### config.mk
export PLATFORM = sky130hd
export DESIGN_NAME = bts_beep_tone_sequencer
export DESIGN_NICKNAME = d
export VERILOG_FILES = /design/src/bts_pkg.sv /design/src/bts_tone_if.sv /design/src/bts_tone_gen.sv /design/src/bts_beep_tone_sequencer.sv
export SDC_FILE = /design/constraint.sdc
export NUM_CORES = 1
export LEC_CHECK = 0
export ABC_CLOCK_PERIOD_IN_PS = 5100
export BUFFER_PORTS_ARGS = -buffer_cell sky130_fd_sc_hd__buf_2
export CAP_MARGIN = 20
export CORE_UTILIZATION = 57
export CTS_CLUSTER_DIAMETER = 80
export CTS_CLUSTER_SIZE = 14
export DETAILED_ROUTE_END_ITERATION = 16
export HOLD_SLACK_MARGIN = 0.15
export PLACE_DENSITY_LB_ADDON = 0.2
export SLEW_MARGIN = 0
export SYNTH_ARGS = -nofsm -noshare
export SYNTH_HDL_FRONTEND = slang
export SYNTH_HIERARCHICAL = 1
export SYNTH_SLANG_ARGS = --single-unit
### constraint.sdc
create_clock -name aclk -period 5.1 [get_ports aclk]
set_input_delay 0 -clock aclk [delete_from_list [all_inputs] [get_ports aclk]]
set_output_delay 0 -clock aclk [all_outputs]
set_load 0.01 [all_outputs]
### src/bts_pkg.sv
package bts_pkg;

  // Clock and timing.
  localparam int CLK_HZ     = 10_000_000;
  localparam int STEP_MS    = 10;
  localparam int STEP_CYC   = CLK_HZ / 1000 * STEP_MS;
  localparam int RATE_STD   = 12000;
  localparam int RATE_ALT   = 11025;
  localparam int SR_DIV_STD = CLK_HZ / RATE_STD;
  localparam int SR_DIV_ALT = CLK_HZ / RATE_ALT;
  localparam int PHASE_FULL = 65536;

  // Register indices; the byte address is four times the index.
  localparam logic [9:0] IDX_CFG1      = 10'h0a0;
  localparam logic [9:0] IDX_CFG2      = 10'h0a1;
  localparam logic [9:0] IDX_F1_LO     = 10'h0a2;
  localparam logic [9:0] IDX_F1_HI     = 10'h0a3;
  localparam logic [9:0] IDX_F2_LO     = 10'h0a4;
  localparam logic [9:0] IDX_F2_HI     = 10'h0a5;
  localparam logic [9:0] IDX_REPEAT    = 10'h0a6;
  localparam logic [9:0] IDX_ON_TIME   = 10'h0a7;
  localparam logic [9:0] IDX_OFF_TIME  = 10'h0a8;
  localparam logic [9:0] IDX_RATE      = 10'h0a9;
  localparam logic [9:0] IDX_STATUS    = 10'h0aa;

  // Reset values.
  localparam logic [7:0] RST_F1_LO    = 8'h55;
  localparam logic [7:0] RST_F1_HI    = 8'h15;
  localparam logic [7:0] RST_F2_LO    = 8'h00;
  localparam logic [7:0] RST_F2_HI    = 8'h40;
  localparam logic [2:0] RST_REPEAT   = 3'h0;
  localparam logic [5:0] RST_ON_TIME  = 6'h02;
  localparam logic [5:0] RST_OFF_TIME = 6'h01;

  // Field positions.
  localparam int RUN_BIT    = 7;
  localparam int KEY_EN_BIT = 4;
  localparam int BUSY_BIT   = 7;
  localparam int TONE_BIT   = 6;

  // Duration and repeat encodings.
  localparam logic [5:0] CODE_CONT       = 6'h3f;
  localparam logic [5:0] CODE_FINE_MAX   = 6'h18;
  localparam logic [5:0] CODE_COARSE_MIN = 6'h19;
  localparam logic [8:0] COARSE_BASE     = 9'h019;
  localparam logic [8:0] COARSE_STEP     = 9'h005;
  localparam logic [2:0] REPEAT_INF      = 3'h7;

  // Output selector codes.
  localparam logic [1:0] OUT_SUM  = 2'h0;
  localparam logic [1:0] OUT_ONE  = 2'h1;
  localparam logic [1:0] OUT_TWO  = 2'h2;
  localparam logic [1:0] OUT_RAMP = 2'h3;

  localparam logic [1:0] RESP_OKAY   = 2'h0;
  localparam logic [1:0] RESP_SLVERR = 2'h2;

  // Keypad row frequencies, then column frequencies, in Hz.
  localparam int DTMF_F [8] = '{697, 770, 852, 941, 1209, 1336, 1477, 1633};

  typedef enum logic [1:0] {ST_IDLE, ST_ON, ST_OFF} bts_state_e;

  function automatic logic [15:0] bts_word(input int f, input int rate);
    return 16'((f * PHASE_FULL) / rate - 1);
  endfunction

  // Step word of a keypad tone; col selects the column tone.
  function automatic logic [15:0] bts_dtmf_step(input logic [3:0] key, input logic alt,
                                                input logic col);
    logic [1:0]  row_i;
    logic [1:0]  col_i;
    logic [2:0]  sel;
    logic [15:0] ret;
    case (key)
      4'h1, 4'h2, 4'h3, 4'ha: row_i = 2'h0;
      4'h4, 4'h5, 4'h6, 4'hb: row_i = 2'h1;
      4'h7, 4'h8, 4'h9, 4'hc: row_i = 2'h2;
      default:                row_i = 2'h3;
    endcase
    case (key)
      4'h1, 4'h4, 4'h7, 4'he: col_i = 2'h0;
      4'h2, 4'h5, 4'h8, 4'h0: col_i = 2'h1;
      4'h3, 4'h6, 4'h9, 4'hf: col_i = 2'h2;
      default:                col_i = 2'h3;
    endcase
    sel = col ? {1'b1, col_i} : {1'b0, row_i};
    ret = 16'h0000;
    for (int k = 0; k < 8; k++)
    begin
      if (sel == 3'(k))
        ret = alt ? bts_word(DTMF_F[k], RATE_ALT) : bts_word(DTMF_F[k], RATE_STD);
    end
    return ret;
  endfunction

endpackage

### src/bts_tone_if.sv
`timescale 1ns/100ps
`default_nettype none
interface bts_tone_if;
  logic        [15:0] step;
  logic               run;
  logic               tick;
  logic signed [15:0] sine;
  logic signed [15:0] cosine;
  logic               zero_cross;

  modport gen (input step, input run, input tick, output sine, output cosine,
               output zero_cross);
  modport ctl (output step, output run, output tick, input sine, input cosine,
               input zero_cross);
endinterface
`default_nettype wire

### src/bts_tone_gen.sv
`timescale 1ns/100ps
`default_nettype none
module bts_tone_gen
  import bts_pkg::*;
(
  input wire logic aclk,    // System clock.
  input wire logic aresetn, // Synchronous reset, active low.
  bts_tone_if.gen  tone     // Step word in, samples out.
);

  logic [15:0] phase;
  logic [15:0] next_phase;

  function automatic logic [14:0] quarter(input logic [3:0] i);
    case (i)
      4'h0: return 15'd0;
      4'h1: return 15'd3212;
      4'h2: return 15'd6393;
      4'h3: return 15'd9512;
      4'h4: return 15'd12539;
      4'h5: return 15'd15446;
      4'h6: return 15'd18204;
      4'h7: return 15'd20787;
      4'h8: return 15'd23170;
      4'h9: return 15'd25329;
      4'ha: return 15'd27245;
      4'hb: return 15'd28898;
      4'hc: return 15'd30273;
      4'hd: return 15'd31356;
      4'he: return 15'd32137;
      default: return 15'd32609;
    endcase
  endfunction

  function automatic logic signed [15:0] sine_of(input logic [15:0] p);
    logic [14:0] mag;
    mag = p[14] ? quarter(~p[13:10]) : quarter(p[13:10]);
    return p[15] ? -$signed({1'b0, mag}) : $signed({1'b0, mag});
  endfunction

  // The stored word is one less than the true phase step.
  assign next_phase = phase + tone.step + 16'h0001;

  // A stopped generator rests at phase zero, so every tone starts on a crossing.
  always_ff @(posedge aclk)
  begin
    if (!aresetn || !tone.run)
    begin
      phase           <= 16'h0000;
      tone.sine       <= 16'sh0000;
      tone.cosine     <= 16'sh7fff;
      tone.zero_cross <= 1'b0;
    end
    else if (tone.tick)
    begin
      phase           <= next_phase;
      tone.sine       <= sine_of(next_phase);
      tone.cosine     <= sine_of(next_phase + 16'h4000);
      tone.zero_cross <= next_phase[15] != phase[15];
    end
    else
    begin
      tone.zero_cross <= 1'b0;
    end
  end

endmodule // bts_tone_gen
`default_nettype wire

### src/bts_beep_tone_sequencer.sv
`timescale 1ns/100ps
`default_nettype none
// Functional notes
// Second step word, 12 kHz family scaling
// 11.025 kHz family scales against 11025
// Repeat codes give 1,2,3,4,8,16,32 beeps
// Repeat code 111 runs until stopped
// On codes 0x1-0x14: 10 ms steps
// Codes 0x15-0x18 reserved, undefined duration
// Codes 0x19-0x3C: 250 ms, 50 ms steps
// Code 0x3F sounds continuously
// Off-period uses the same encoding
// Reset: on code 0x2, off code 0x1
// Cycle is on then off, counted
// Step word is high byte, low byte
// Writing run starts; cleared when done
// Run cleared: stop after cycle or crossing
// Keypad select derives both tones
// Selector picks sum, one, two, ramp
module bts_beep_tone_sequencer
  import bts_pkg::*;
#(
  parameter int STEP_CYCLES = STEP_CYC // Clock cycles in one 10 ms step.
)
(
  input  wire logic        aclk,          // System clock, 10 MHz.
  input  wire logic        aresetn,       // Synchronous reset, active low.
  input  wire logic [11:0] s_axi_awaddr,  // Write address.
  input  wire logic        s_axi_awvalid, // Write address valid.
  output logic             s_axi_awready, // Write address ready.
  input  wire logic [31:0] s_axi_wdata,   // Write data.
  input  wire logic [3:0]  s_axi_wstrb,   // Write byte strobes.
  input  wire logic        s_axi_wvalid,  // Write data valid.
  output logic             s_axi_wready,  // Write data ready.
  output logic [1:0]       s_axi_bresp,   // Write response.
  output logic             s_axi_bvalid,  // Write response valid.
  input  wire logic        s_axi_bready,  // Write response ready.
  input  wire logic [11:0] s_axi_araddr,  // Read address.
  input  wire logic        s_axi_arvalid, // Read address valid.
  output logic             s_axi_arready, // Read address ready.
  output logic [31:0]      s_axi_rdata,   // Read data.
  output logic [1:0]       s_axi_rresp,   // Read response.
  output logic             s_axi_rvalid,  // Read data valid.
  input  wire logic        s_axi_rready,  // Read data ready.
  output logic [15:0]      audio_sample,  // Tone sample for the mixer.
  output logic             audio_valid,   // One-cycle pulse per sample.
  output logic             tone_active    // High during the on-phase.
);

  localparam int STEP_W = $clog2(STEP_CYCLES + 1);

  // Register storage.
  logic              run_req;
  logic              key_en;
  logic [3:0]        key_digit;
  logic [1:0]        out_sel;
  logic [7:0]        first_tone_step_low;
  logic [7:0]        first_tone_step_high;
  logic [7:0]        second_tone_step_low;
  logic [7:0]        second_tone_step_high;
  logic [2:0]        repeat_code;
  logic [5:0]        on_code;
  logic [5:0]        off_code;
  logic              rate_alt;

  // Bus side.
  logic [9:0]        aw_idx;
  logic              aw_aligned;
  logic [7:0]        w_byte;
  logic              w_lane0;
  logic              wr_fire;
  logic              wr_map;
  logic              wr_en;
  logic              rd_map;
  logic [7:0]        rd_byte;
  logic [9:0]        ar_idx;

  // Sequencer.
  bts_state_e        state;
  logic [5:0]        cycles_done;
  logic [8:0]        ticks;
  logic [8:0]        on_len;
  logic [8:0]        off_len;
  logic [5:0]        repeat_total;
  logic [STEP_W-1:0] step_cnt;
  logic              step_tick;
  logic              on_end;
  logic              off_end;
  logic              last_cycle;
  logic              seq_done;
  logic [9:0]        sr_cnt;
  logic [9:0]        sr_div;
  logic              sample_en;
  logic signed [15:0] mix_sum;
  logic signed [16:0] ramp_w;

  bts_tone_if tone1 ();
  bts_tone_if tone2 ();

  function automatic logic [8:0] dur_ticks(input logic [5:0] code);
    if (code == 6'h00)
      return 9'h001;
    else if (code <= CODE_FINE_MAX)
      return {3'h0, code};
    else
      return COARSE_BASE + 9'(code - CODE_COARSE_MIN) * COARSE_STEP;
  endfunction

  function automatic logic [5:0] repeat_of(input logic [2:0] code);
    case (code)
      3'h4:    return 6'd8;
      3'h5:    return 6'd16;
      3'h6:    return 6'd32;
      default: return 6'({1'b0, code[1:0]}) + 6'd1;
    endcase
  endfunction

  // Write channel: address and data are taken in either order.
  always_ff @(posedge aclk)
  begin
    if (!aresetn)
    begin
      s_axi_awready <= 1'b1;
      aw_idx        <= 10'h000;
      aw_aligned    <= 1'b0;
    end
    else if (s_axi_awvalid && s_axi_awready)
    begin
      s_axi_awready <= 1'b0;
      aw_idx        <= s_axi_awaddr[11:2];
      aw_aligned    <= s_axi_awaddr[1:0] == 2'h0;
    end
    else if (s_axi_bvalid && s_axi_bready)
    begin
      s_axi_awready <= 1'b1;
    end
  end

  always_ff @(posedge aclk)
  begin
    if (!aresetn)
    begin
      s_axi_wready <= 1'b1;
      w_byte       <= 8'h00;
      w_lane0      <= 1'b0;
    end
    else if (s_axi_wvalid && s_axi_wready)
    begin
      s_axi_wready <= 1'b0;
      w_byte       <= s_axi_wdata[7:0];
      w_lane0      <= s_axi_wstrb[0];
    end
    else if (s_axi_bvalid && s_axi_bready)
    begin
      s_axi_wready <= 1'b1;
    end
  end

  assign wr_fire = !s_axi_awready && !s_axi_wready && !s_axi_bvalid;
  assign wr_map  = aw_aligned && aw_idx >= IDX_CFG1 && aw_idx <= IDX_STATUS;
  assign wr_en   = wr_fire && wr_map && w_lane0;

  always_ff @(posedge aclk)
  begin
    if (!aresetn)
    begin
      s_axi_bvalid <= 1'b0;
      s_axi_bresp  <= RESP_OKAY;
    end
    else if (wr_fire)
    begin
      s_axi_bvalid <= 1'b1;
      s_axi_bresp  <= wr_map ? RESP_OKAY : RESP_SLVERR;
    end
    else if (s_axi_bready)
    begin
      s_axi_bvalid <= 1'b0;
    end
  end

  // Configuration registers.
  always_ff @(posedge aclk)
  begin
    if (!aresetn)
    begin
      key_en                <= 1'b0;
      key_digit             <= 4'h0;
      out_sel               <= OUT_SUM;
      first_tone_step_low   <= RST_F1_LO;
      first_tone_step_high  <= RST_F1_HI;
      second_tone_step_low  <= RST_F2_LO;
      second_tone_step_high <= RST_F2_HI;
      repeat_code           <= RST_REPEAT;
      on_code               <= RST_ON_TIME;
      off_code              <= RST_OFF_TIME;
      rate_alt              <= 1'b0;
    end
    else if (wr_en)
    begin
      if (aw_idx == IDX_CFG1)
      begin
        key_en    <= w_byte[KEY_EN_BIT];
        key_digit <= w_byte[3:0];
      end
      else if (aw_idx == IDX_CFG2)
        out_sel <= w_byte[1:0];
      else if (aw_idx == IDX_F1_LO)
        first_tone_step_low <= w_byte;
      else if (aw_idx == IDX_F1_HI)
        first_tone_step_high <= w_byte;
      else if (aw_idx == IDX_F2_LO)
        second_tone_step_low <= w_byte;
      else if (aw_idx == IDX_F2_HI)
        second_tone_step_high <= w_byte;
      else if (aw_idx == IDX_REPEAT)
        repeat_code <= w_byte[2:0];
      else if (aw_idx == IDX_ON_TIME)
        on_code <= w_byte[5:0];
      else if (aw_idx == IDX_OFF_TIME)
        off_code <= w_byte[5:0];
      else if (aw_idx == IDX_RATE)
        rate_alt <= w_byte[0];
    end
  end

  // A software write in the same cycle as the self-clear wins.
  always_ff @(posedge aclk)
  begin
    if (!aresetn)
      run_req <= 1'b0;
    else if (wr_en && aw_idx == IDX_CFG1)
      run_req <= w_byte[RUN_BIT];
    else if (seq_done)
      run_req <= 1'b0;
  end

  // Read channel.
  assign ar_idx = s_axi_araddr[11:2];
  assign rd_map = s_axi_araddr[1:0] == 2'h0 && ar_idx >= IDX_CFG1 && ar_idx <= IDX_STATUS;

  always_comb
  begin
    rd_byte = 8'h00;
    if (ar_idx == IDX_CFG1)
      rd_byte = {run_req, 2'h0, key_en, key_digit};
    else if (ar_idx == IDX_CFG2)
      rd_byte = {6'h00, out_sel};
    else if (ar_idx == IDX_F1_LO)
      rd_byte = first_tone_step_low;
    else if (ar_idx == IDX_F1_HI)
      rd_byte = first_tone_step_high;
    else if (ar_idx == IDX_F2_LO)
      rd_byte = second_tone_step_low;
    else if (ar_idx == IDX_F2_HI)
      rd_byte = second_tone_step_high;
    else if (ar_idx == IDX_REPEAT)
      rd_byte = {5'h00, repeat_code};
    else if (ar_idx == IDX_ON_TIME)
      rd_byte = {2'h0, on_code};
    else if (ar_idx == IDX_OFF_TIME)
      rd_byte = {2'h0, off_code};
    else if (ar_idx == IDX_RATE)
      rd_byte = {7'h00, rate_alt};
    else if (ar_idx == IDX_STATUS)
      rd_byte = {state != ST_IDLE, state == ST_ON, cycles_done};
  end

  always_ff @(posedge aclk)
  begin
    if (!aresetn)
    begin
      s_axi_arready <= 1'b1;
      s_axi_rvalid  <= 1'b0;
      s_axi_rdata   <= 32'h0000_0000;
      s_axi_rresp   <= RESP_OKAY;
    end
    else if (s_axi_arvalid && s_axi_arready)
    begin
      s_axi_arready <= 1'b0;
      s_axi_rvalid  <= 1'b1;
      s_axi_rdata   <= {24'h00_0000, rd_map ? rd_byte : 8'h00};
      s_axi_rresp   <= rd_map ? RESP_OKAY : RESP_SLVERR;
    end
    else if (s_axi_rvalid && s_axi_rready)
    begin
      s_axi_arready <= 1'b1;
      s_axi_rvalid  <= 1'b0;
    end
  end

  // Sample-rate enable; the divider is chosen by the rate family.
  assign sr_div = rate_alt ? 10'(SR_DIV_ALT) : 10'(SR_DIV_STD);

  always_ff @(posedge aclk)
  begin
    if (!aresetn)
    begin
      sr_cnt    <= 10'h000;
      sample_en <= 1'b0;
    end
    else if (sr_cnt >= sr_div - 10'h001)
    begin
      sr_cnt    <= 10'h000;
      sample_en <= 1'b1;
    end
    else
    begin
      sr_cnt    <= sr_cnt + 10'h001;
      sample_en <= 1'b0;
    end
  end

  // Step divider restarts with each phase so durations are exact.
  assign step_tick = step_cnt == STEP_W'(STEP_CYCLES - 1);

  always_ff @(posedge aclk)
  begin
    if (!aresetn || state == ST_IDLE || on_end || off_end || step_tick)
      step_cnt <= '0;
    else
      step_cnt <= step_cnt + STEP_W'(1);
  end

  assign on_len       = dur_ticks(on_code);
  assign off_len      = dur_ticks(off_code);
  assign repeat_total = repeat_of(repeat_code);
  assign on_end  = state == ST_ON && on_code != CODE_CONT && step_tick
                   && ticks + 9'h001 >= on_len;
  assign off_end = state == ST_OFF && off_code != CODE_CONT && step_tick
                   && ticks + 9'h001 >= off_len;
  assign last_cycle = !run_req
                      || (repeat_code != REPEAT_INF && cycles_done + 6'h01 >= repeat_total);

  // Beep sequencer: on-phase, then off-phase, then count the cycle.
  always_ff @(posedge aclk)
  begin
    if (!aresetn)
    begin
      state       <= ST_IDLE;
      ticks       <= 9'h000;
      cycles_done <= 6'h00;
      seq_done    <= 1'b0;
    end
    else
    begin
      seq_done <= 1'b0;
      case (state)
        ST_IDLE:
        begin
          ticks <= 9'h000;
          if (run_req && !seq_done)
          begin
            state       <= ST_ON;
            cycles_done <= 6'h00;
          end
        end
        ST_ON:
        begin
          if (on_code == CODE_CONT && !run_req && tone1.zero_cross)
          begin
            state    <= ST_IDLE;
            seq_done <= 1'b1;
          end
          else if (on_end)
          begin
            state <= ST_OFF;
            ticks <= 9'h000;
          end
          else if (step_tick)
            ticks <= ticks + 9'h001;
        end
        ST_OFF:
        begin
          if (off_code == CODE_CONT && !run_req)
          begin
            state    <= ST_IDLE;
            seq_done <= 1'b1;
          end
          else if (off_end)
          begin
            ticks       <= 9'h000;
            cycles_done <= cycles_done + 6'h01;
            if (last_cycle)
            begin
              state    <= ST_IDLE;
              seq_done <= 1'b1;
            end
            else
              state <= ST_ON;
          end
          else if (step_tick)
            ticks <= ticks + 9'h001;
        end
        default:
          state <= ST_IDLE;
      endcase
    end
  end

  // Generator steering.
  assign tone1.step = key_en ? bts_dtmf_step(key_digit, rate_alt, 1'b0)
                             : {first_tone_step_high, first_tone_step_low};
  assign tone2.step = key_en ? bts_dtmf_step(key_digit, rate_alt, 1'b1)
                             : {second_tone_step_high, second_tone_step_low};
  assign tone1.run  = state == ST_ON;
  assign tone2.run  = state == ST_ON;
  assign tone1.tick = sample_en;
  assign tone2.tick = sample_en;

  bts_tone_gen u_gen1 (
    .aclk    (aclk),
    .aresetn (aresetn),
    .tone    (tone1.gen)
  );

  bts_tone_gen u_gen2 (
    .aclk    (aclk),
    .aresetn (aresetn),
    .tone    (tone2.gen)
  );

  // Halving each term keeps the sum inside 16 bits.
  assign mix_sum = (tone1.sine >>> 1) + (tone2.sine >>> 1);
  assign ramp_w  = 17'sh07fff - {tone1.cosine[15], tone1.cosine};

  always_ff @(posedge aclk)
  begin
    if (!aresetn)
    begin
      audio_sample <= 16'h0000;
      audio_valid  <= 1'b0;
    end
    else
    begin
      audio_valid <= sample_en;
      if (sample_en)
      begin
        if (state != ST_ON)
          audio_sample <= 16'h0000;
        else
        begin
          case (out_sel)
            OUT_SUM: audio_sample <= mix_sum;
            OUT_ONE: audio_sample <= tone1.sine;
            OUT_TWO: audio_sample <= tone2.sine;
            default: audio_sample <= ramp_w[16:1];
          endcase
        end
      end
    end
  end

  always_ff @(posedge aclk)
  begin
    if (!aresetn)
      tone_active <= 1'b0;
    else
      tone_active <= state == ST_ON;
  end

endmodule // bts_beep_tone_sequencer
`default_nettype wire

==> summary.md, run 1 <==
| Metric | Value |
|---|---|
| Hold WC Path Type | `in -> reg` |
| CTS tree | `built` |
| First-pass DRT Iterations | `6` |
| Fillers | `roughly 2800` |
| Clk_lat worst skew | `~540 ps` |
| Rel. slew slack | `29.4%` |
| Total grt overflow | `0` |
| IO Port Bufs | `72` |
| Critical Path Start Type | `flip-flop` |
| Starting Density | `57.8%` |
| CP max FO | `6` |
| Final hold slack | `291 ps` |
| DR DRC count | `0` |
| Nets | `roughly 3000` |
| Longest Clk Path Bufs | `3` |
| Final HPWL DP | `45300 um` |
| Wire per inst | `20.4 um` |
| Rows | `67` |
| CTS clock-pin slew for the worst setup and hold paths | `70 ps` |
| Total power | `between 0.003 and 0.004 W` |
| Root buffer cell | `clkbuf_16` |
| First-pass GRT wire length | `99800 um` |
| Leakage | `9.18 nW` |
| Gr usage total | `36.1%` |
| Initial DRC count | `1981` |
| GPL Wtd Cong | `1.00` |
| Routed WL | `64700 um` |
| Worst Path Arrival | `5400 ps` |
| Period utilization | `98.2%` |
| Chip Width | `186 um` |
| Final Util | `68.8%` |
| H-Tree Depth | `1` |
| Shortest period the worst path allows | `about 5000 ps` |
| Worst vdd ir | `0.229 mV` |
| Area delta synth->final | `19.0%` |
| Final max-slew violation count | `0` |
| Syn_area_per_cell | `just under 8 sq um` |
| Yosys warns | `6` |
| Top Ports | `126` |
| Synth Cell Area | `roughly 19000 sq um` |
| Die area | `34600 sq um` |
| Post-Route Setup TNS | `0 ps` |
| Vias in the first global route | `18861` |
| Required time of the critical path | `5490 ps` |
| Initial antenna violation count | `1` |
| Largest net degree at the start of global routing | `57` |
| Placeable core area | `33400 sq um` |
| Status | `complete, no violations` |
| CTS buffer count | `23` |
| RSZ-0062 raised after global routing | `yes` |
| Drt via density | `approximately 6.4` |
| Post-route ant nets | `0` |
| Slew @ Worst Pin | `1060 ps` |
| Critical Path Sink Type | `flip-flop` |
| Via count | `20188` |
| Sink Count | `239` |
| Final hold violation count | `0` |
| Post-Syn Instances | `2487` |
| Max Freq | `between 0.15 and 0.2 GHz` |
| Setup violators final | `0` |
| Setup CP Type | `reg -> reg` |
| PwrDens | `approximately 170 nW/um^2` |
| Max cap viols | `0` |
| Share of layout cells above drive strength 1 | `18.5%` |
| Clock Skews | `16.7 ps` |
| DIE HEIGHT | `~190 um` |
==> power by group <==
part	internal (W)	switching, W
Combinational	0.0000875	0.000129
Sequential	0.00188	0.0000312
Clock	0.000903	0.000777
==> worst paths after layout <==
kind / slack, ps / start / depth (start not counted) / endpoint
setup reg to reg: 90 / rate_alt$_SDFFE_PN0P_ / 21 / u_gen2/tone.sine[13]$_SDFFE_PP0P_
setup / recovery: 90 / rate_alt$_SDFFE_PN0P_ / 21 / u_gen2/tone.sine[13]$_SDFFE_PP0P_
hold reg to reg: 460 / s_axi_rdata[4]$_SDFFE_PN0P_ / 2 / s_axi_rdata[4]$_SDFFE_PN0P_
hold / removal: 290 / s_axi_araddr[9] / 7 / s_axi_rdata[5]$_SDFFE_PN0P_
==> cell type report <==
class / count / area [sq um] / area share [%]
timing repair buffer: 358 / 2730 / 11.9
tap: 448 / 561 / 2.44
clock buffer: 26 / 607 / 2.64
sequential: 239 / 4800 / 20.9
inverter: 92 / 349 / 1.52
antenna: 1 / 2.50 / 0.0109
clock inverter: 7 / 83.8 / 0.364
multi-input combinational: 1995 / 13900 / 60.3
==> what timing repair did <==
action / CTS / global route
endpoints found under the setup margin: 16 / 53
pin swaps: 0 / 26
buffers inserted: 0 / 21
endpoints found under the hold margin: 46 / 0
cloned: 0 / 1
hold buffers: 77 / 0
resized for setup: 6 / 101
==> cell usage in the layout, fill, tap and decap left out, drive strengths merged, types with 26 or more instances in the layout <==
cell	n
conb	26
xnor2	66
nand2b	31
nor2	244
a31oi	33
inv	92
o211ai	35
clkbuf	26
a211oi	34
o21ai	140
xor2	53
o22ai	27
and2	26
nor3	58
buf	280
dfxtp	239
dlygate4sd3	77
a21oi	213
nand4	34
mux2i	91
nand2	254
ha	131
nand3	92
o21a	29
==> state kept, by name (all words and copies together), names as in the netlist, 9 cells and up, named ones only <==
name	flops
u_gen1/tone.sine	16
sr_cnt	10
u_gen1/tone.cosine	15
u_gen2/tone.sine	16
audio_sample	16
u_gen2/phase	16
step_cnt	17
ticks	9
aw_idx	10
u_gen1/phase	16
==> per-layer routing <==
| layer | GRT usage (%) | vias up | part of all wire, % | routed length (um) |
|---|---|---|---|---|
| met5 | 0 | - | 0 | 0 |
| met3 | 4.89 | 204 | 6.9 | 4470 |
| met2 | 60.9 | 895 | 47 | 30700 |
| li1 | - | 9449 | - | - |
| met1 | 47.2 | 9640 | 42 | 27300 |
| met4 | 12.3 | 0 | 3.5 | 2230 |
==> stage by stage <==
step                      cell area (sq um)  worst slack [ps]  cells
after floorplan                       19400              20.3   2512
after global placement                20900              45.7   3032
after detailed placement              20900             -45.7   3032
after CTS                             22400              3.61   3142
final                                 23000              93.0   3166
after global routing                  23000             -62.5   3166
==> critical path: stages (launching register included) <==
cell,delay (ps)
dfxtp_2,340
buf_4,130
clkinvlp_4,180
or3_1,420
a31oi_1,220
ha_2,360
a21o_1,230
a21oi_4,250
a311o_1,230
nand3_2,120
ha_4,290
inv_2,70
buf_4,170
o211ai_1,100
o311ai_2,150
mux2_2,310
o32ai_2,220
a32o_2,200
nand4_2,120
or4b_4,550
nand3_2,110
o32ai_1,90
Power figures use the tool's default switching activity.
==> run 2: changes to the inputs <==
- CAP_MARGIN: 20 -> unset
- HOLD_SLACK_MARGIN: 0.15 -> 0.12
- REMOVE_ABC_BUFFERS: unset -> 1
==> run 2 against run 1 <==
  * Core utilization fell by 1.8 points
  * Clock skew increased by 11 ps
  * Non-clock buffer count fell by 56
  * Total power shrank 3.7%
  * Die area unchanged
==> summary.md, run 2 (synthesis results as in run 1) <==
| Metric | Value |
|---|---|
| GPL Wtd Cong | `between 0.9 and 1` |
| Initial antenna violation count | `1` |
| Top Ports | `126` |
| Wire per inst | `about 20 um` |
| Rel. slew slack | `35.7%` |
| Die area | `34600 sq um` |
| Placeable core area | `roughly 33000 sq um` |
| CTS tree | `built` |
| Sink Count | `239` |
| DR DRC count | `0` |
| Starting Density | `57.8%` |
| Max reg flops | `17` |
| First-pass GRT wire length | `just under 100000 um` |
| PwrDens | `164 nW/um^2` |
| H-Tree Depth | `1` |
| Status | `complete, no violations` |
| Finished Layout Cells | `3105` |
| Largest net degree at the start of global routing | `62` |
| Final hold slack | `between 150 and 200 ps` |
| Final max-slew violation count | `0` |
| Commonest non-fill, non-tap cell in the layout | `nand2_1` |
| Critical Path Start Type | `flip-flop` |
| Period utilization | `approximately 96%` |
| Setup violators final | `0` |
| Reg2reg start | `key_en$_SDFFE_PN0P_` |
| CP max FO | `17` |
| Max cap viols | `0` |
| Routed WL | `about 63000 um` |
| CTS clock-pin slew for the worst setup and hold paths | `70 ps` |
| DIE HEIGHT | `186 um` |
| Worst vdd ir | `0.253 mV` |
| Total power | `0.00367 W` |
| CTS buffer count | `21` |
| Required time of the critical path | `5480 ps` |
| Slew @ Worst Pin | `roughly 960 ps` |
| Share of layout cells above drive strength 1 | `~16%` |
| Placed Cells incl. Taps | `2994` |
| Max Freq | `around 0.2 GHz` |
| Root buffer cell | `clkbuf_16` |
| Rows | `67` |
| Vias in the first global route | `18700` |
| Clk_lat worst skew | `530 ps` |
| Nets | `2855` |
| Drt via density | `6.41` |
| Pre-CTS setup slack | `-65.4 ps` |
| Most frequent cells in the layout | `nand2_1, nor2_1, dfxtp_1, a21oi_1, buf_4` |
| Final HPWL DP | `44800 um` |
| Largest Register | `step_cnt` |
| Critical Path Sink Type | `flip-flop` |
| Final hold violation count | `0` |
| Longest Clk Path Bufs | `3` |
| Via count | `19907` |
| Leakage | `8.87 nW` |
| First-pass DRT Iterations | `5` |
| Clock Skews | `~28 ps` |
| Area delta synth->final | `15.9%` |
| Hold WC Path Type | `in -> reg` |
| Shortest period the worst path allows | `4890 ps` |
| Total grt overflow | `0` |
| Post-route ant nets | `0` |
| Gr usage total | `35.0%` |
| Worst setup margin | `214 ps` |
| IO Port Bufs | `between 70 and 80` |
| Worst Path Arrival | `5270 ps` |
| Setup CP Type | `reg -> reg` |
| Worst Setup SP | `key_en$_SDFFE_PN0P_` |
| Initial DRC count | `1685` |
| Chip Width | `186 um` |
| Min-delay src | `s_axi_araddr[2]` |
## run 2: final timing paths
check                           slack (ps)  depth (start not counted)                                 to
worst max-delay path                   210                         21  u_gen2/tone.sine[13]$_SDFFE_PP0P_
worst max register to register         210                         21  u_gen2/tone.sine[13]$_SDFFE_PP0P_
worst min-delay path                   180                          3        s_axi_rdata[1]$_SDFFE_PN0P_
worst min register to register         460                          2        s_axi_rdata[3]$_SDFFE_PN0P_
## run 2: routing by layer
| metal | up-vias | GRT usage (%) | wire [um] |
|---|---|---|---|
| met5 | - | 0 | 0 |
| met4 | 0 | 13.2 | 2290 |
| met3 | 191 | 4.38 | 4080 |
| met2 | 807 | 59.8 | 29800 |
| met1 | 9567 | 44.9 | 26400 |
| li1 | 9342 | - | - |
## run 2: worst max-delay path, cell delays in order (launching register included)
cell and delay [ps]:
dfxtp_2 380, buf_12 170, mux2_2 370, ha_1 350, buf_4 180, nand2_1 80, o211ai_1 120, or2_2 290
o211ai_1 250, nor2_1 100, buf_4 170, inv_2 90, ha_2 190, and4_1 220, a311oi_1 80, mux2_2 320
o32ai_1 230, a32o_1 220, nand4_4 140, or4b_1 560, nand3_2 120, o32ai_1 90
## run 2: timing repair
item	4_1_cts	5_1_grt
resized for setup	5	88
hold buffers	72	0
gates cloned	0	1
buffers inserted	0	8
pin swaps	0	20
hold endpoints to repair	40	0
setup endpoints to repair	11	52
## run 2: through the flow
step | instance area (sq um) | util [%] | setup TNS (ps)
final | 22400 | 66.9 | 0
after global routing | 22400 | 66.9 | -295
after CTS | 22000 | 65.7 | 0
after detailed placement | 20600 | 61.7 | -153
after global placement | 20600 | 61.7 | 0
after floorplan | 18500 | - | -11310
## run 2: cell type report
type                       count  area, sq um
antenna                        1         2.50
clock buffer                  26          564
clock inverter                 3         43.8
fill                        2760        11100
inverter                      92          348
multi-input combinational   1994        13700
sequential                   239         4800
tap                          448          561
timing repair buffer         302         2330
## run 2: report_power, final
group          switching (W)  internal, W  total [W]
sequential         0.0000307      0.00188    0.00191
clock               0.000718     0.000825    0.00154
combinational       0.000128    0.0000856   0.000213
total               0.000876      0.00279    0.00367
==> run 3: changes to the inputs <==
- CORE_UTILIZATION: 57 -> 58
- CTS_BUF_LIST: unset -> sky130_fd_sc_hd__clkbuf_4 sky130_fd_sc_hd__clkbuf_8
==> run 3 against run 2 <==
  * Sequential power barely moved
  * Fmax decreased by 1.3%
  * Wire length fell by 0.33%
  * Die area fell by 1.7%
  * Total power is 11% lower
  * Clock-buffer cell count shrank 1
  * Flip-flop and latch count did not move
  * Design area decreased by 1.1%
  * Critical endpoint is now u_gen1/tone.cosine[13]$_SDFFE_PP1P_
  * Largest cell class unchanged
  * Largest power group unchanged
  * Highest routed layer unchanged
==> summary.md, run 3 (synthesis results as in run 1) <==
| Metric | Value |
|---|---|
| Status | `complete, no violations` |
| Sink Count | `between 200 and 250` |
| Final max-slew violation count | `0` |
| Share of layout cells above drive strength 1 | `15.9%` |
| Worst Path Arrival | `between 5000 and 6000 ps` |
| Final HPWL DP | `~44000 um` |
| Uppermost layer routed | `met4` |
| GPL Wtd Cong | `0.980` |
| R2R Path End | `u_gen1/tone.cosine[13]$_SDFFE_PP1P_` |
| Max Freq | `0.202 GHz` |
| Hold Crit Depth | `3` |
| Metal2 WL | `28500 um` |
| Min-delay src | `s_axi_araddr[3]` |
| Clk_lat worst skew | `about 600 ps` |
| First-pass GRT wire length | `~100000 um` |
| Register Area | `~4800 sq um` |
| Commonest non-fill, non-tap cell in the layout | `nand2_1` |
| Chip Width | `185 um` |
| PwrDens | `148 nW/um^2` |
| Total power | `0.00328 W` |
| Via count | `19991` |
| Critical Path Start Type | `flip-flop` |
| Rows | `66` |
| Vias in the first global route | `around 19000` |
| Placeable core area | `approximately 33000 sq um` |
| Setup violators final | `0` |
| Critical Path Sink Type | `flip-flop` |
| Rel. slew slack | `32.0%` |
| Clock Skews | `approximately 46 ps` |
| Multi-input logic area | `13800 sq um` |
| Fillers | `between 2000 and 3000` |
| Area delta synth->final | `14.6%` |
| Max cap viols | `0` |
| M1 WL | `26900 um` |
| CTS clock-pin slew for the worst setup and hold paths | `100 ps` |
| Gr usage total | `between 30% and 40%` |
| IO Port Bufs | `72` |
| Most frequent cells in the layout | `nand2_1, nor2_1, dfxtp_1, a21oi_1, buf_4` |
| Initial antenna violation count | `2` |
| CTS buffer count | `22` |
| Total grt overflow | `0` |
| Top Ports | `126` |
| Final hold violation count | `0` |
| Routed WL | `between 60000 and 70000 um` |
| Worst vdd ir | `0.243 mV` |
| DR DRC count | `0` |
| Shortest period the worst path allows | `4950 ps` |
| Wire per inst | `20.1 um` |
| Required time of the critical path | `~5600 ps` |
| CP max FO | `12` |
| Largest Register | `step_cnt` |
| Slew @ Worst Pin | `1020 ps` |
| H-Tree Depth | `1` |
| R2R cell count | `24` |
| Largest net degree at the start of global routing | `62` |
| Hold WC Path Type | `in -> reg` |
| Drt via density | `6.45` |
| Worst setup margin | `approximately 150 ps` |
| Pre-CTS setup slack | `-64.9 ps` |
| Hold EP | `s_axi_rdata[7]$_SDFFE_PN0P_` |
| CTS tree | `built` |
| R2R Setup Slk | `150 ps` |
| Initial DRC count | `2054` |
| Longest Clk Path Bufs | `3` |
| Die area | `34000 sq um` |
| Nets | `2854` |
| First-pass DRT Iterations | `5` |
| Starting Density | `59.2%` |
| DIE HEIGHT | `185 um` |
| Met3 Wirelength | `4490 um` |
| Setup CP Type | `reg -> reg` |
| Root buffer cell | `clkbuf_8` |
| Leakage | `8.78 nW` |
| Period utilization | `97.1%` |
| Max reg flops | `17` |
| Reg2reg start | `rate_alt$_SDFFE_PN0P_` |
| Post-route ant nets | `0` |
## run 3: worst max-delay path, stage by stage, from the launching register on
cell and delay (ps):
dfxtp_2 380, buf_6 180, xor2_1 190, a21oi_1 90, mux2_2 270, ha_1 210, a21o_1 180, a31oi_1 230
a211oi_2 120, or3_1 340, and2_4 210, inv_1 100, ha_1 190, inv_2 60, buf_4 130, nand2_1 60
a211oi_1 70, a311oi_1 420, o32ai_1 190, a221oi_1 350, nor4_1 120, buf_4 160, a41o_1 290, xor2_1 160
o21ai_0 160
## run 3: worst max-delay path by stage
stage / endpoint / slack (ps) / from
after global routing: u_gen1/tone.cosine[14]$_SDFFE_PP1P_ / -70 / rate_alt$_SDFFE_PN0P_
after floorplan: u_gen1/tone.cosine[12]$_SDFFE_PP1P_ / -650 / key_en$_SDFFE_PN0P_
after detailed placement: u_gen2/tone.sine[12]$_SDFFE_PP0P_ / -60 / rate_alt$_SDFFE_PN0P_
after CTS: u_gen2/tone.sine[12]$_SDFFE_PP0P_ / 5 / rate_alt$_SDFFE_PN0P_
after global placement: u_gen2/tone.sine[12]$_SDFFE_PP0P_ / 90 / rate_alt$_SDFFE_PN0P_
final: u_gen1/tone.cosine[13]$_SDFFE_PP1P_ / 150 / rate_alt$_SDFFE_PN0P_
## run 3: report_power, final
| part | internal [W] | switching (W) | leakage, nW |
|---|---|---|---|
| Sequential | 0.00188 | 0.0000318 | 1.93 |
| Combinational | 0.0000868 | 0.000131 | 6.65 |
| Clock | 0.000438 | 0.000713 | 0.199 |
## run 3: cell type report
cell class              instances  share of cell area (%)
diodes                          2                  0.0226
clock buffers                  25                    1.50
clock inverters                 5                   0.215
inverters                      92                    1.56
multi-input cells            1994                    62.1
flip-flops and latches        239                    21.7
well taps                     442                    2.50
repair buffers                300                    10.4
## run 3: repair_timing
action | 4_1_cts | 5_1_grt
hold endpoints to repair | 47 | 0
hold buffers | 78 | 0
endpoints found under the setup margin | 7 | 53
resized for setup | 4 | 87
pin swaps | 1 | 12
buffers inserted | 0 | 5
## run 3: layer usage
metal | vias up | track usage [%]
met5 | - | 0
met1 | 9554 | 46.8
li1 | 9357 | -
met3 | 208 | 4.96
met2 | 872 | 58.6
met4 | 0 | 14.1
## run 3: stage by stage
step           cells  setup TNS, ps  utilization (%)  hold WS (ps)  area [sq um]
6_report        3099              0             67.9           163         22100
5_1_grt         3099           -327             67.9           181         22100
4_1_cts         3092              0             66.7           138         21800
3_5_place_dp    2984           -127             63.1           250         20600
3_3_place_gp    2984              0             63.1           244         20600
2_1_floorplan   2325         -11310                -          61.9         18500
